--- config.mk ---
export PLATFORM = sky130hd
export DESIGN_NAME = usbat_top
export DESIGN_NICKNAME = d
export VERILOG_FILES = /design/src/usbat_pkg.sv /design/src/usbat_sync.sv /design/src/usbat_top.sv
export VERILOG_INCLUDE_DIRS = /design/src
export SDC_FILE = /design/constraint.sdc
export NUM_CORES = 1
export LEC_CHECK = 0
export BUFFER_PORTS_ARGS = -buffer_cell sky130_fd_sc_hd__buf_2
export CAP_MARGIN = 20
export CORE_ASPECT_RATIO = 0.7
export CORE_MARGIN = 10
export CORE_UTILIZATION = 25
export CTS_BUF_LIST = sky130_fd_sc_hd__clkbuf_8
export CTS_CLUSTER_SIZE = 28
export DETAILED_ROUTE_END_ITERATION = 10
export PLACE_DENSITY = 0.43
export SYNTH_ARGS = -nofsm -noshare
export SYNTH_HDL_FRONTEND = slang
export SYNTH_HIERARCHICAL = 1
export SYNTH_SLANG_ARGS = --single-unit
--- constraint.sdc ---
create_clock -name clk_in -period 1.8 [get_ports clk_in]
set_input_delay 0.36 -clock clk_in [delete_from_list [all_inputs] [get_ports clk_in]]
set_output_delay 0.36 -clock clk_in [all_outputs]
set_load 0.005 [all_outputs]
--- src/usbat_params.svh ---
`ifndef USBAT_PARAMS_SVH
`define USBAT_PARAMS_SVH
// general purpose pin bank
`define USBAT_GP_PINS 16
`define USBAT_GP_SEL_W 4
// max power setting in 2 mA units, as a usb power descriptor carries it
`define USBAT_MAXPWR_W 8
`define USBAT_MAXPWR_DEF 8'h96
`define USBAT_MAXPWR_UNCFG 8'h32
`define USBAT_MAXPWR_CFG 8'hfa
// default pin choices
`define USBAT_PULLUP_PIN_DEF 4'h0
`define USBAT_VBUS_PIN_DEF 4'h1
`define USBAT_DISC_PIN_DEF 4'h2
`define USBAT_WAKE_PIN_DEF 4'h3
`endif

--- src/usbat_pkg.sv ---
`include "usbat_params.svh"
package usbat_pkg;
   typedef logic [`USBAT_GP_PINS-1:0] usbat_pins_t;
   typedef logic [`USBAT_GP_SEL_W-1:0] usbat_sel_t;
   typedef logic [`USBAT_MAXPWR_W-1:0] usbat_pwr_t;
   typedef enum logic [1:0] {
      USBAT_DETACHED = 2'b00,
      USBAT_ATTACHED = 2'b01,
      USBAT_CONFIGURED = 2'b10,
      USBAT_SUSPENDED = 2'b11
   } usbat_state_t;
endpackage

--- src/usbat_sync.sv ---
`timescale 1ns/1ps
// three stage synchroniser for one pin; a change counts once the last two stages agree
module usbat_sync (
   input wire logic clk_in,
   input wire logic reset_in,
   input wire logic ce_in,
   input wire logic pin_in,
   output logic level_out
);
   logic s1_r;
   logic s2_r;
   logic s3_r;
   // s1 feeds only s2 to keep metastability contained
   always_ff @(posedge clk_in) begin
      if (reset_in) begin
         s1_r <= 1'b0;
         s2_r <= 1'b0;
         s3_r <= 1'b0;
         level_out <= 1'b0;
      end else if (ce_in) begin
         s1_r <= pin_in;
         s2_r <= s1_r;
         s3_r <= s2_r;
         if (s2_r == s3_r) begin
            level_out <= s3_r;
         end
      end
   end
endmodule

--- src/usbat_top.sv ---
`timescale 1ns/1ps
`include "usbat_params.svh"
module usbat_top (
   input wire logic clk_in,
   input wire logic reset_in,
   input wire logic ce_in,
   input wire logic [`USBAT_GP_PINS-1:0] gp_pins_in,
   input wire logic ext_pullup_sel_in,
   input wire logic self_powered_in,
   input wire logic audio_endpoints_in,
   input wire usbat_pkg::usbat_sel_t pullup_pin_select_in,
   input wire usbat_pkg::usbat_sel_t vbus_pin_select_in,
   input wire usbat_pkg::usbat_sel_t disconnect_pin_select_in,
   input wire usbat_pkg::usbat_sel_t wake_pin_select_in,
   input wire usbat_pkg::usbat_pwr_t max_power_setting_in,
   input wire logic max_power_load_in,
   input wire logic ready_in,
   input wire logic configured_in,
   input wire logic bus_suspend_in,
   input wire logic wake_req_in,
   input wire logic host_req_in,
   input wire logic resp_in,
   output logic int_pullup_en_out,
   output logic [`USBAT_GP_PINS-1:0] gp_pins_out,
   output logic [`USBAT_GP_PINS-1:0] gp_pins_oe_n_out,
   output logic data_hiz_out,
   output logic resp_out,
   output logic audio_endpoints_out,
   output logic full_speed_out,
   output usbat_pkg::usbat_pwr_t power_desc_out,
   output usbat_pkg::usbat_pwr_t power_limit_out,
   output logic radio_off_out,
   output logic loads_off_out,
   output logic remote_wake_out,
   output logic [1:0] state_out
);
   import usbat_pkg::*;

   ////////////////////////////////////////////////////////////////////
   // pin synchronisers, one per gp pin
   wire [`USBAT_GP_PINS-1:0] pins_sync;
   genvar gi;
   generate
      for (gi = 0; gi < `USBAT_GP_PINS; gi = gi + 1) begin : g_sync
         usbat_sync u_sync (
            .clk_in(clk_in),
            .reset_in(reset_in),
            .ce_in(ce_in),
            .pin_in(gp_pins_in[gi]),
            .level_out(pins_sync[gi])
         );
      end
   endgenerate

   // attach state, declared ahead of the decode that reads it
   usbat_state_t state_r;
   usbat_state_t state_nxt;

   ////////////////////////////////////////////////////////////////////
   // decoding of mapped pins
   wire vbus_sensed = pins_sync[vbus_pin_select_in];
   wire detach = pins_sync[disconnect_pin_select_in];
   // bus powered parts always see vbus; self powered must sense it
   wire vbus_ok = !self_powered_in || vbus_sensed;
   wire attach_ok = ready_in && vbus_ok && !detach;
   wire pullup_on = attach_ok && (state_r != USBAT_DETACHED);
   wire use_ext = ext_pullup_sel_in;
   wire wake_on = detach && wake_req_in;
   wire susp_bp = (state_r == USBAT_SUSPENDED) && !self_powered_in;

   ////////////////////////////////////////////////////////////////////
   // attach state transitions
   always_comb begin
      state_nxt = state_r;
      unique case (state_r)
         USBAT_DETACHED: begin
            if (attach_ok) begin
               state_nxt = USBAT_ATTACHED;
            end
         end
         USBAT_ATTACHED: begin
            if (!attach_ok) begin
               state_nxt = USBAT_DETACHED;
            end else if (bus_suspend_in) begin
               state_nxt = USBAT_SUSPENDED;
            end else if (configured_in) begin
               state_nxt = USBAT_CONFIGURED;
            end
         end
         USBAT_CONFIGURED: begin
            if (!attach_ok) begin
               state_nxt = USBAT_DETACHED;
            end else if (bus_suspend_in) begin
               state_nxt = USBAT_SUSPENDED;
            end else if (!configured_in) begin
               state_nxt = USBAT_ATTACHED;
            end
         end
         USBAT_SUSPENDED: begin
            if (!attach_ok) begin
               state_nxt = USBAT_DETACHED;
            end else if (!bus_suspend_in) begin
               state_nxt = configured_in ? USBAT_CONFIGURED : USBAT_ATTACHED;
            end
         end
      endcase
   end

   always_ff @(posedge clk_in) begin
      if (reset_in) begin
         state_r <= USBAT_DETACHED;
      end else if (ce_in) begin
         state_r <= state_nxt;
      end
   end

   ////////////////////////////////////////////////////////////////////
   // pull-up and pin drive; oe low means driving
   usbat_pins_t pins_nxt;
   usbat_pins_t oe_n_nxt;
   always_comb begin
      pins_nxt = '0;
      oe_n_nxt = '1;
      if (use_ext) begin
         pins_nxt[pullup_pin_select_in] = pullup_on;
         oe_n_nxt[pullup_pin_select_in] = !pullup_on;
      end
      pins_nxt[wake_pin_select_in] = wake_on;
      oe_n_nxt[wake_pin_select_in] = 1'b0;
   end

   // usb power ceiling for the state, sent out as the limit; descriptor power is not clamped to it
   wire [`USBAT_MAXPWR_W-1:0] lim =
      (state_r == USBAT_CONFIGURED) ? `USBAT_MAXPWR_CFG : `USBAT_MAXPWR_UNCFG;

   usbat_pwr_t maxpwr_r;
   always_ff @(posedge clk_in) begin
      if (reset_in) begin
         maxpwr_r <= `USBAT_MAXPWR_DEF;
      end else if (ce_in && max_power_load_in) begin
         maxpwr_r <= max_power_setting_in;
      end
   end

   ////////////////////////////////////////////////////////////////////
   // registered outputs
   always_ff @(posedge clk_in) begin
      if (reset_in) begin
         int_pullup_en_out <= 1'b0;
         gp_pins_out <= '0;
         gp_pins_oe_n_out <= '1;
         data_hiz_out <= 1'b1;
         resp_out <= 1'b0;
         audio_endpoints_out <= 1'b0;
         full_speed_out <= 1'b0;
         power_desc_out <= `USBAT_MAXPWR_DEF;
         power_limit_out <= `USBAT_MAXPWR_UNCFG;
         radio_off_out <= 1'b0;
         loads_off_out <= 1'b0;
         remote_wake_out <= 1'b0;
         state_out <= 2'b00;
      end else if (ce_in) begin
         int_pullup_en_out <= pullup_on && !use_ext;
         gp_pins_out <= pins_nxt;
         gp_pins_oe_n_out <= oe_n_nxt;
         data_hiz_out <= detach || (state_r == USBAT_DETACHED);
         // answers only to host requests, never originates traffic
         resp_out <= resp_in && host_req_in && pullup_on;
         audio_endpoints_out <= audio_endpoints_in;
         full_speed_out <= pullup_on;
         power_desc_out <= maxpwr_r;
         power_limit_out <= lim;
         radio_off_out <= susp_bp;
         loads_off_out <= susp_bp;
         // in-band wake only while attached and suspended
         remote_wake_out <= wake_req_in && !detach &&
            (state_r == USBAT_SUSPENDED);
         state_out <= state_r;
      end
   end

   ////////////////////////////////////////////////////////////////////
   // checks
   a_pullup_needs_vbus: assert property (@(posedge clk_in)
      disable iff (reset_in) (self_powered_in && !vbus_sensed && ce_in)
      |=> !int_pullup_en_out && !full_speed_out)
      else $error("pull-up on without vbus");
   a_detach_hiz: assert property (@(posedge clk_in)
      disable iff (reset_in) (detach && ce_in) |=> data_hiz_out &&
      !int_pullup_en_out)
      else $error("detached but lines driven");
   a_no_inband_wake: assert property (@(posedge clk_in)
      disable iff (reset_in) remote_wake_out |-> !$past(detach))
      else $error("in-band wake while detached");
   a_suspend_radio: assert property (@(posedge clk_in)
      disable iff (reset_in) (ce_in && susp_bp) |=> radio_off_out)
      else $error("radio on in bus-powered suspend");
   a_power_limit: assert property (@(posedge clk_in)
      disable iff (reset_in) (ce_in && state_r != USBAT_CONFIGURED)
      |=> power_limit_out == `USBAT_MAXPWR_UNCFG)
      else $error("unconfigured limit wrong");
   a_reattach: assert property (@(posedge clk_in)
      disable iff (reset_in) (ce_in && state_r == USBAT_DETACHED &&
      attach_ok) |=> state_r == USBAT_ATTACHED)
      else $error("no reattach");
   // outputs hold while ce is low, so only a freshly loaded value counts
   a_resp_only: assert property (@(posedge clk_in)
      disable iff (reset_in) ($past(ce_in) && resp_out)
      |-> $past(host_req_in))
      else $error("unsolicited response");
   a_pullup_ready: assert property (@(posedge clk_in)
      disable iff (reset_in) ($past(ce_in) && int_pullup_en_out)
      |-> $past(ready_in))
      else $error("pull-up before ready");
endmodule

==> results by group <==
Setup path
  • R2r startpoint: g_sync[14].u_sync/level_out
  • End of the critical path: gp_pins_out[1]
  • R2r endpoint: gp_pins_out[1]
  • Worst path max stage delay: 0.47 ns
  • Crit-path cells: mux4_2 > a22o_4 > o21a_4 > buf_12 > nor3_1 > a211oi_2
  • R2R Setup Slk: -0.12 ns
  • WP data arrival: 2.25 ns
  • WS Path Type: flip-flop to flip-flop
  • CP startpoint: g_sync[14].u_sync/level_out
  • Critical-path top delay cell: mux4_2
  • Worst-path maximum fanout: 8
  • CP Data Required Time: 2.14 ns
  • R2r worst-path depth: 6
  • Setup crit end kind: flip-flop
  • Startpoint types: flip-flop

Clock network
  • CTS tree: yes
  • TritonCTS Buffers: 17
  • H-tree levels: 4
  • Root Driver: clkbuf_8
  • Latest clock arrival within the worst-skew pair: 0.45 ns
  • CTS Buffer Depth: 2
  • Sinks on Clock Net: 124
  • Clock-pin transition on the worst setup and hold timing paths: 0.09 ns
  • Hold Buf Count CTS: 0

Final layout
  • Share of cells above drive strength 1: 0.3760
  • Non-filler cells, final: 1086
  • Commonest cells after routing, fill and taps aside: dfxtp_1, buf_2, nor2_1
  • NumNets Final: 806
  • Commonest non-fill, non-tap cell in the layout: dfxtp_1
  • Area growth from synthesis to layout: 30.10%
  • Final core utilization: 0.3323

STA
  • Hold Slack: 0.1561 ns
  • Max-slew violation count: 0
  • RSZ-0062 raised after global routing: true
  • Tcrit/Tclk final: 1.065
  • Final worst path period need: 1.918 ns
  • Fmax: 521.5 MHz
  • Clock Skews: 0.02202 ns
  • Fin worst setup slack: -0.1177 ns
  • Final setup fails: 33
  • Max-slew headroom: 0.6660
  • Final hold violation count: 0
  • Worst slew pin tran: 0.5000 ns

Pwr
  • Max VDD drop: 0.3392 mV
  • Static leakage: 3.209 nW
  • PD cells: 790.8 mW/mm^2
  • Pwr Total: 0.006243 W

Die
  • Core Footprint: 0.02376 sq mm
  • Die Area: 0.03100 sq mm
  • Num ports: 111
  • Die Y: 150.4 um
  • Initial Util: 0.2554
  • Row cnt: 47
  • Die W: 206.2 um

Global route
  • Initial antenna violation count: 3
  • Remaining Overflow, GRT: 0
  • Global-route wire length before repair: 27690 um
  • Largest net degree at the start of global routing: 94
  • Vias in the first global route: 5147
  • Total GRT Usage: 0.1131

Routing
  • Detailed-route DRC error count: 0
  • First drt pass iteration count: 4
  • Vias post-DR: 4997
  • Via density per instance: 4.601
  • Routed WL: 17690 um
  • Initial DRC Count: 264
  • DR WL/cell: 16.29 um
  • Remaining antenna violation count: 0

Synth
  • YS warnings: 6
  • FF+latch count, synth: 124
  • Number of synthesized flops with an enable pin: 0
  • Post-synth cell types: 56
  • Post-Syn Instances: 622
  • Primary FF master, synth: dfxtp_1
  • Mapped cell area: 0.006068 sq mm
  • Async set-reset flop share out of synthesis: 0
  • Syn Area/Cell: 9.756 sq um
  • Sequential-to-total area share from yosys stat: 0.4091

Min path
  • HP Class: primary input to flip-flop

Placement
  • I/O Buffers: 105
  • DP HPWL: 12570 um
  • Placer Congestion: 0.8037
  • Worst slack, placed: -0.4306 ns
  • Placed Instances: 1045

Outcome
  • Failing checks: setup timing
  • Status: finished with violations

Flow run
  • Max-cap violations: 0
-- layout make-up --
class / count / area (sq um)
flip-flops and latches: 124 / 2490
diodes: 2 / 5.005
repair buffers: 163 / 1089
well taps: 318 / 397.9
inverters: 25 / 93.84
clock buffers: 20 / 275.3
fillers: 2473 / 15860
multi-input cells: 422 / 3398
clock inverters: 12 / 146.4
-- worst min-delay path by stage --
stage | start | endpoint | slack [ns] | cells after the start
after floorplan | maxpwr_r[1] | maxpwr_r[1] | 0.43 | 1
after global placement | maxpwr_r[1] | maxpwr_r[1] | 0.44 | 1
after detailed placement | maxpwr_r[4] | maxpwr_r[4] | 0.44 | 1
after CTS | gp_pins_in[14] | g_sync[14].u_sync/s1_r | 0.13 | 3
after global routing | gp_pins_in[15] | g_sync[15].u_sync/s1_r | 0.13 | 3
final | gp_pins_in[15] | g_sync[15].u_sync/s1_r | 0.16 | 3
-- logic make-up after synthesis --
| family | Yosys count | synth area share |
|---|---|---|
| flops | 124 | 0.4091 |
| other cells | 2 | 0.001238 |
| buf+inv | 79 | 0.07423 |
| simple gates | 185 | 0.1767 |
| mux | 64 | 0.1221 |
| compound gates | 168 | 0.2167 |
-- worst max-delay path, delay by kind of cell (launching register included) --
kind | cells | cell delay [ns]
AOI/OAI and AO/OA | 3 | 0.60
buffers and inverters | 1 | 0.15
DFF | 1 | 0.36
muxes | 1 | 0.47
and+or+nand+nor | 1 | 0.23
-- Yosys cell counts, drive strengths merged, types with 2 or more instances --
master | instances | area share
clkbuf | 42 | 0.039
mux2i | 56 | 0.092
o211a | 5 | 0.0082
inv | 24 | 0.015
o211ai | 8 | 0.015
nand3 | 10 | 0.0082
nand2 | 18 | 0.011
nand2b | 17 | 0.018
a22o | 2 | 0.0029
dfxtp | 124 | 0.41
nor3b | 4 | 0.0049
nor3 | 10 | 0.0082
o21ai | 16 | 0.013
nand4bb | 5 | 0.0093
and3 | 6 | 0.0062
a2bb2oi | 8 | 0.012
a21oi | 59 | 0.049
nand3b | 3 | 0.0037
nor2b | 27 | 0.048
or2 | 2 | 0.0021
buf | 11 | 0.014
mux4 | 7 | 0.028
a2111oi | 2 | 0.0029
nor2 | 73 | 0.046
o32ai | 16 | 0.043
a211oi | 9 | 0.014
o22ai | 9 | 0.0093
o22a | 6 | 0.0087
a21o | 9 | 0.012
conb | 2 | 0.0012
o31ai | 7 | 0.0087
and2 | 5 | 0.0052
a211o | 8 | 0.012
-- where the power goes --
group,switching [W],internal (W)
registers,0.0000587,0.00283
logic,0.000394,0.000332
clock network,0.00116,0.00147
-- routing by layer --
metal | wire (um) | part of all wire | track usage
met1 | 8036 | 0.45 | 0.1383
met2 | 8527 | 0.48 | 0.1854
met3 | 887 | 0.050 | 0.03650
met4 | 238 | 0.013 | 0.03529
met5 | 0 | 0 | 0
-- what timing repair did --
item                                   CTS  global route
setup endpoints to repair               38            38
gates cloned                             1             0
endpoints found under the hold margin    0             0
pin swaps                               15            17
resized for setup                       38            31
setup buffers                            4             3
-- sequential cells by signal (all words and copies together) (netlist names), 8 cells and up --
register                 flops
g_sync.u_sync/s2_r          16
power_desc_out               8
gp_pins_out                 16
g_sync.u_sync/s3_r          16
g_sync.u_sync/level_out     16
g_sync.u_sync/s1_r          16
maxpwr_r                     8
gp_pins_oe_n_out            16
-- per-stage QoR --
| stage | setup TNS [ns] | instance area, sq um |
|---|---|---|
| after floorplan | -0.7287 | 6106 |
| after global placement | -11.85 | 7132 |
| after detailed placement | -13.54 | 7132 |
| after CTS | -2.671 | 7762 |
| after global routing | -4.397 | 7895 |
| final | -1.774 | 7895 |
No activity file was read; power rests on OpenSTA's default activity.
